File: config.mk
export PLATFORM = sky130hd
export DESIGN_NAME = plfl_top
export DESIGN_NICKNAME = d
export VERILOG_FILES = /design/src/core/plfl_pkg.sv /design/src/core/plfl_hist_if.sv /design/src/core/plfl_fault_hist.sv /design/src/core/plfl_top.sv
export SDC_FILE = /design/constraint.sdc
export NUM_CORES = 1
export LEC_CHECK = 0
export BUFFER_PORTS_ARGS = -buffer_cell sky130_fd_sc_hd__buf_2
export CAP_MARGIN = 20
export CELL_PAD_IN_SITES_DETAIL_PLACEMENT = 0
export CELL_PAD_IN_SITES_GLOBAL_PLACEMENT = 1
export CORE_ASPECT_RATIO = 0.9
export CORE_MARGIN = 10
export CORE_UTILIZATION = 51
export CTS_CLUSTER_SIZE = 20
export DETAILED_ROUTE_END_ITERATION = 16
export GPL_TIMING_DRIVEN = 0
export PLACE_DENSITY = 0.82
export SLEW_MARGIN = 20
export SYNTH_ARGS = -nofsm -noshare
export SYNTH_HDL_FRONTEND = slang
export SYNTH_SLANG_ARGS = --single-unit
File: constraint.sdc
create_clock -name clk -period 2.8 [get_ports clk]
set_clock_uncertainty 0.1 [all_clocks]
set_input_delay 0.56 -clock clk [delete_from_list [all_inputs] [get_ports clk]]
set_output_delay 0.56 -clock clk [all_outputs]
set_load 0.01 [all_outputs]
File: src/core/plfl_pkg.sv
package plfl_pkg;
    localparam int PLFL_DIGITS = 4;
    localparam int PLFL_SLOTS = 9;
    localparam int PLFL_FAULT_W = 8;
    localparam int PLFL_MEAS_W = 16;
    localparam int PLFL_CODE_W = 16;
    localparam logic [7:0] PLFL_EXC_ILLEGAL_VALUE = 8'h03;
    localparam logic [PLFL_CODE_W-1:0] PLFL_CODE_RESET = 16'h0000;
    localparam logic [3:0] PLFL_DIGIT_MAX = 4'h9;
    localparam logic [1:0] PLFL_LAST_DIGIT = 2'h3;
    localparam logic [1:0] PLFL_VIEW_LAST = 2'h3;

    typedef enum logic [1:0] {
        PLFL_SHOW_VALUE,
        PLFL_SHOW_OFF,
        PLFL_SHOW_ON
    } plfl_show_type;

    typedef struct packed {
        logic [PLFL_FAULT_W-1:0] fault_num;
        logic [PLFL_MEAS_W-1:0] condition;
        logic [PLFL_MEAS_W-1:0] current;
        logic [PLFL_MEAS_W-1:0] voltage;
        logic [PLFL_MEAS_W-1:0] frequency;
    } plfl_entry_type;

    localparam plfl_entry_type PLFL_ENTRY_RESET = '0;
endpackage

File: src/core/plfl_hist_if.sv
`timescale 1ns/1ps
interface plfl_hist_if;
    import plfl_pkg::*;
    logic push;
    plfl_entry_type entry;
    logic [3:0] sel;
    plfl_entry_type rd_entry;
    modport owner (input push, input entry, input sel, output rd_entry);
    modport user (output push, output entry, output sel, input rd_entry);
endinterface

File: src/core/plfl_fault_hist.sv
`timescale 1ns/1ps
module plfl_fault_hist (
    // Clock and reset.
    input wire logic clk,
    input wire logic rstn,
    // History port.
    plfl_hist_if.owner hist
);
    import plfl_pkg::*;

    // These flops stand in for the non-volatile store, so reset here models a fresh store only.
    plfl_entry_type slot [PLFL_SLOTS];
    logic [3:0] rd_index;

    assign rd_index = (hist.sel >= 4'h1 && hist.sel <= 4'h9) ? 4'(hist.sel - 4'h1) : 4'h0;
    assign hist.rd_entry = slot[rd_index];

    always_ff @(posedge clk or negedge rstn) begin
        if (!rstn) begin
            for (int i = 0; i < PLFL_SLOTS; i++) begin
                slot[i] <= PLFL_ENTRY_RESET;
            end
        end else if (hist.push) begin
            for (int i = PLFL_SLOTS - 1; i > 0; i--) begin
                slot[i] <= slot[i-1];
            end
            slot[0] <= hist.entry;
        end
    end
endmodule // plfl_fault_hist

File: src/core/plfl_top.sv
`timescale 1ns/1ps
module plfl_top (
    // Clock and reset.
    input wire logic clk,
    input wire logic rstn,
    // Keypad, already debounced to single-cycle pulses on clk, except the history key and slot select, which are held levels.
    input wire logic key_up,
    input wire logic key_down,
    input wire logic key_enter,
    input wire logic key_escape,
    input wire logic lock_code_menu_item,
    input wire logic fault_history_parameter_entry_key,
    input wire logic [3:0] fault_slot_sel,
    // Parameter change requests.
    input wire logic edit_active,
    input wire logic bus_write,
    // Fault capture.
    input wire logic fault_event,
    input wire logic [plfl_pkg::PLFL_FAULT_W-1:0] fault_num,
    input wire logic [plfl_pkg::PLFL_MEAS_W-1:0] meas_condition,
    input wire logic [plfl_pkg::PLFL_MEAS_W-1:0] meas_current,
    input wire logic [plfl_pkg::PLFL_MEAS_W-1:0] meas_voltage,
    input wire logic [plfl_pkg::PLFL_MEAS_W-1:0] meas_frequency,
    // Lock status and answers.
    output logic locked,
    output logic edit_inc,
    output logic edit_dec,
    output logic bus_write_ok,
    output logic bus_exception,
    output logic [7:0] bus_exc_code,
    // Display.
    output plfl_pkg::plfl_show_type lock_show,
    output logic [3:0] entry_digit,
    output logic [1:0] entry_pos,
    output logic [plfl_pkg::PLFL_FAULT_W-1:0] hist_fault_num,
    output logic [1:0] hist_view,
    output logic [plfl_pkg::PLFL_MEAS_W-1:0] hist_value
);
    import plfl_pkg::*;

    plfl_hist_if hist ();

    logic [PLFL_CODE_W-1:0] lock_code;
    logic [PLFL_CODE_W-1:0] compose;
    logic entering;
    logic next_locked;
    logic [PLFL_CODE_W-1:0] next_lock_code;
    logic [PLFL_CODE_W-1:0] next_compose;
    logic [3:0] next_digit;
    logic last_enter;
    logic [PLFL_CODE_W-1:0] composed_full;
    plfl_show_type next_show;

    assign composed_full = {compose[PLFL_CODE_W-5:0], entry_digit};
    assign last_enter = entering && key_enter && (entry_pos == PLFL_LAST_DIGIT);

    assign next_digit = key_up ? ((entry_digit == PLFL_DIGIT_MAX) ? 4'h0 : 4'(entry_digit + 4'h1)) :
                        key_down ? ((entry_digit == 4'h0) ? PLFL_DIGIT_MAX : 4'(entry_digit - 4'h1)) :
                        entry_digit;

    assign next_locked = !last_enter ? locked :
                         !locked ? 1'b1 :
                         (composed_full == lock_code) ? 1'b0 : 1'b1;
    assign next_lock_code = (last_enter && !locked) ? composed_full : lock_code;
    assign next_compose = key_enter ? composed_full : compose;

    assign next_show = (lock_code_menu_item && !entering) ? (locked ? PLFL_SHOW_ON : PLFL_SHOW_OFF) :
                       (entering && !last_enter && !key_escape) ? PLFL_SHOW_VALUE : lock_show;

    always_ff @(posedge clk or negedge rstn) begin
        if (!rstn) begin
            locked <= 1'b0;
            lock_code <= PLFL_CODE_RESET;
        end else begin
            locked <= next_locked;
            lock_code <= next_lock_code;
        end
    end

    // Code entry walks four digits, most significant first.
    always_ff @(posedge clk or negedge rstn) begin
        if (!rstn) begin
            entering <= 1'b0;
            entry_pos <= 2'h0;
            entry_digit <= 4'h0;
            compose <= PLFL_CODE_RESET;
            lock_show <= PLFL_SHOW_OFF;
        end else begin
            lock_show <= next_show;
            if (!entering) begin
                if (lock_code_menu_item) begin
                    entering <= 1'b1;
                    entry_pos <= 2'h0;
                    entry_digit <= 4'h0;
                    compose <= PLFL_CODE_RESET;
                end
            end else if (key_escape || last_enter) begin
                entering <= 1'b0;
            end else if (key_enter) begin
                compose <= next_compose;
                entry_pos <= 2'(entry_pos + 2'h1);
                entry_digit <= 4'h0;
            end else begin
                entry_digit <= next_digit;
            end
        end
    end

    logic edit_ok;
    assign edit_ok = edit_active && !locked && !entering;

    logic bus_refuse;
    assign bus_refuse = bus_write && locked;

    always_ff @(posedge clk or negedge rstn) begin
        if (!rstn) begin
            edit_inc <= 1'b0;
            edit_dec <= 1'b0;
            bus_write_ok <= 1'b0;
            bus_exception <= 1'b0;
            bus_exc_code <= 8'h00;
        end else begin
            edit_inc <= edit_ok && key_up;
            edit_dec <= edit_ok && key_down;
            bus_write_ok <= bus_write && !locked;
            bus_exception <= bus_refuse;
            bus_exc_code <= bus_refuse ? PLFL_EXC_ILLEGAL_VALUE : 8'h00;
        end
    end

    // capture line conditions with the fault
    assign hist.push = fault_event;
    assign hist.entry = '{fault_num: fault_num, condition: meas_condition, current: meas_current,
                          voltage: meas_voltage, frequency: meas_frequency};
    assign hist.sel = fault_slot_sel;

    plfl_fault_hist u_hist (
        .clk(clk),
        .rstn(rstn),
        .hist(hist.owner)
    );

    logic [PLFL_MEAS_W-1:0] view_value;
    assign view_value = (hist_view == 2'h0) ? hist.rd_entry.condition :
                        (hist_view == 2'h1) ? hist.rd_entry.current :
                        (hist_view == 2'h2) ? hist.rd_entry.voltage :
                        hist.rd_entry.frequency;

    always_ff @(posedge clk or negedge rstn) begin
        if (!rstn) begin
            hist_view <= 2'h0;
            hist_fault_num <= '0;
            hist_value <= '0;
        end else begin
            hist_fault_num <= hist.rd_entry.fault_num;
            hist_value <= view_value;
            if (!fault_history_parameter_entry_key) begin
                hist_view <= 2'h0;
            end else if (key_enter) begin
                hist_view <= (hist_view == PLFL_VIEW_LAST) ? 2'h0 : 2'(hist_view + 2'h1);
            end
        end
    end
endmodule // plfl_top

==> metrics.md <==
| Metric | Value |
|---|---|
| Die width | `roughly 290 um` |
| Grt total ovfl | `0` |
| Highest metal used | `met5` |
| Total routed wirelength | `approximately 110,000 um` |
| Slew at the pin closest to its max-slew limit | `between 1 and 1.5 ns` |
| Synthesized flop and latch total | `~720` |
| Synthesis Warnings | `0` |
| TritonCTS Sinks | `716` |
| Max-cap violations | `0` |
| Yosys cell types | `54` |
| Sequential Power Share | `a little under half` |
| Share of cells above drive strength 1 | `between 40 and 50%` |
| DR iter-0 viols | `around 2,600` |
| Final slew viol count | `0` |
| # setup viols final | `16` |
| Clock Tree Root | `clkbuf_16` |
| Seq/Total Area, Yosys | `55.3%` |
| Commonest non-fill, non-tap cell in the layout | `dfrtp_1` |
| Core Util, Final | `a little over three fifths` |
| Relative slew slack | `a little under a fifth` |
| Die height | `259 um` |
| Drt pass-1 iters | `6` |
| Failing checks | `negative setup slack` |
| Most frequent cells in the layout | `dfrtp_1, mux2_2, nand2_1` |
| Final Hold Vio Count | `0` |
| Worst EP required | `3.14 ns` |
| M1 WL | `approximately 46,000 um` |
| Synth Flop Type | `dfrtp_1` |
| H-tree Lvls | `3` |
| Sw Pwr | `about 10 mW` |
| HPWL after DPL | `~78,000 um` |
| RSZ-0062 raised after global routing | `true` |
| Met2 WL | `49,000 um` |
| WL met3 | `roughly 11,000 um` |
| Initial Util | `a little over 50%` |
| # DRC | `0` |
| Worst vdd ir | `0.536 mV` |
| Largest net degree at the start of global routing | `a little over 100` |
| Sw frac | `between 30% and 40%` |
| TritonCTS Buffers | `between 70 and 80` |
| Max Buffers Root-to-Sink | `3` |
| P_int | `approximately 23 mW` |
| Fmax | `322 MHz` |
| Post-Syn Area | `~32,000 um2` |
| CTS tree | `yes` |
| ANT nets after route | `0` |
| Final setup margin | `-0.303 ns` |
| Area grow syn2layout | `21.8%` |
| Routed via count | `~24,000` |
| WHS Path Cells | `3` |
| Overall die area | `roughly 74,000 um2` |
| Worst Reg2Reg Path Length in Cells | `8` |
| Worst-path clk slew | `around 0.060 ns` |
| Initial antenna violation count | `6` |
| CP arrival | `3.45 ns` |
| Gpl congestion | `between 1 and 1.5` |
| Drt wl/cell | `around 30 um` |
| Period utilization | `111%` |
| Number of flops mapped to enable cells by yosys | `0` |
| # IOs | `about 130` |
| FF+latch area | `approximately 18,000 um2` |
| CP Max Fanout | `10` |
| Clock share of power | `a little under a third` |
| Startpoint Class | `primary input` |
| Row Count | `between 80 and 90` |
| Global-route wire length before repair | `about 160,000 um` |
| LEAKAGE | `between 15 and 20 nW` |
| # fillers | `approximately 4,700` |
| Combinational share of power | `approximately 22%` |
| Clock latency on the worst-skew pair | `approximately 0.64 ns` |
| Critical path type | `primary input to register` |
| Pwr dens | `~830 nW/um2` |
| Setup_tns | `-2.82 ns` |
| Crit. End Element | `register` |
| Mapped Avg Cell Area | `between 10 and 15 um2` |
| HP Class | `primary input to register` |
| Via density | `approximately 6.4` |
| Multi-input gate area | `between 15,000 and 20,000 um2` |
| CORE AREA | `62,800 um2` |
| Vias in the first global route | `24,200` |
| Overall Global Routing Usage | `29.1%` |
| Run status | `complete, but fails checks` |
| Nets | `between 2,000 and 3,000` |
| IO buf count | `about 130` |
| Synth async-reset ratio | `100%` |
| Crit path time final | `approximately 3.1 ns` |
| Syn Inst Count | `~2,600` |
per-layer routing:
layer,global-route usage [%],vias to the layer above
met5,0,-
met4,12.1,8
met3,8.57,234
met2,43.5,1226
met1,39.2,12400
li1,-,9921
worst paths after layout:
| path | from | end | slack, ns |
|---|---|---|---|
| worst max register to register | hist_view[1] | hist_value[6] | -0.14 |
| max in group asynchronous | rstn | lock_show[0] | 0.58 |
| worst min register to register | lock_show[0] | lock_show[0] | 0.38 |
| min in group asynchronous | rstn | u_hist.slot[594] | 0.26 |
| worst max-delay path | fault_slot_sel[0] | hist_value[6] | -0.30 |
| worst min-delay path | meas_voltage[14] | u_hist.slot[606] | 0.04 |
Yosys cell counts, types with 4 or more instances:
library cell  instances  area share [%]
dfrtp_1             715              55
mux2_2              624              22
nand2_1             164             1.9
clkbuf_1            144             1.7
a21oi_1              87             1.3
a211oi_1             86             2.0
o21ai_0              75             1.2
mux2i_1              61             1.9
inv_1                56            0.65
nand3_1              47            0.73
nor2_1               40            0.46
o22ai_1              37            0.71
nor2b_1              36            0.70
buf_2                35            0.54
a31oi_1              32            0.62
nor3_1               24            0.37
a221oi_1             21            0.57
o311ai_0             21            0.57
a32oi_1              19            0.51
nand2b_1             18            0.35
o31ai_1              17            0.39
mux4_2               16             1.1
o2111ai_1            16            0.43
o221ai_1             16            0.43
a22o_1               13            0.35
buf_1                13            0.15
buf_4                13            0.30
a2111oi_0            12            0.32
xnor2_1              12            0.32
o211ai_1             11            0.26
ha_1                 10            0.39
nand4_1              10            0.19
o32ai_1              10            0.27
a211o_1               9            0.24
a21o_1                7            0.16
and3_1                6            0.12
xor2_1                6            0.16
buf_6                 4            0.14
layout make-up:
type / count / share of cell area [%]
diodes: 1 / 0.00634
plain buffers: 205 / 3.60
clock buffers: 114 / 5.82
clock inverters: 18 / 0.501
inverters: 56 / 0.565
multi-input cells: 1585 / 38.0
flip-flops and latches: 716 / 45.4
well taps: 845 / 2.68
repair buffers: 179 / 3.35
power groups by stage:
stage	sequential [mW]	combinational (mW)	clock (mW)
2_1_floorplan	14.6	4.29	0
3_3_place_gp	15.2	6.11	0
3_5_place_dp	15.4	6.37	0
4_1_cts	15.2	6.96	10.3
5_1_grt	15.7	7.75	10.7
6_report	15.4	7.33	10.2
per-stage QoR:
step	worst slack [ns]	instance area [um2]	cells	hold slack [ns]	power, mW
2_1_floorplan	-0.347	32600	2567	0.164	18.9
3_3_place_gp	-13.59	34300	3537	0.374	21.3
3_5_place_dp	-2.64	34600	3547	0.313	21.7
4_1_cts	-0.260	38700	3703	0.0160	32.5
5_1_grt	-0.231	39400	3718	0.0431	34.1
6_report	-0.303	39400	3719	0.0369	32.9
worst max-delay path, stage by stage:
cell	delay, ns
buf_12	0.08
buf_12	0.11
buf_12	0.13
clkinv_8	0.05
ha_4	0.16
buf_6	0.11
or3b_4	0.42
buf_8	0.17
and3_4	0.20
buf_12	0.16
buf_16	0.16
a21oi_4	0.15
a221oi_4	0.11
o211ai_1	0.64
a32oi_1	0.19
sequential cells by signal (all words and copies together), names as in the netlist:
signal / flops
hist_view: 2
entry_pos: 2
edit_dec: 1
entering: 1
locked: 1
bus_write_ok: 1
entry_digit: 4
compose: 12
bus_exc_code: 1
hist_fault_num: 8
edit_inc: 1
hist_value: 16
u_hist.slot: 648
lock_code: 16
lock_show: 2
kinds of logic after synthesis:
logic type,synth area share [%]
DFF,55.3
muxes,24.7
AOI/OAI and AO/OA,10.4
and+or+nand+nor,5.13
buffers and inverters,3.50
xor gates and xnor gates,0.487
adders and majority gates,0.386
other,0.0116
repair_timing:
| item | CTS | global route |
|---|---|---|
| gates cloned | 1 | 3 |
| pin swaps | 57 | 58 |
| hold endpoints to repair | 17 | 0 |
| gates resized for setup | 307 | 158 |
| hold buffers | 1 | 0 |
| setup endpoints to repair | 24 | 24 |
| buffers inserted | 26 | 14 |
(Power assumes the default switching activity.)
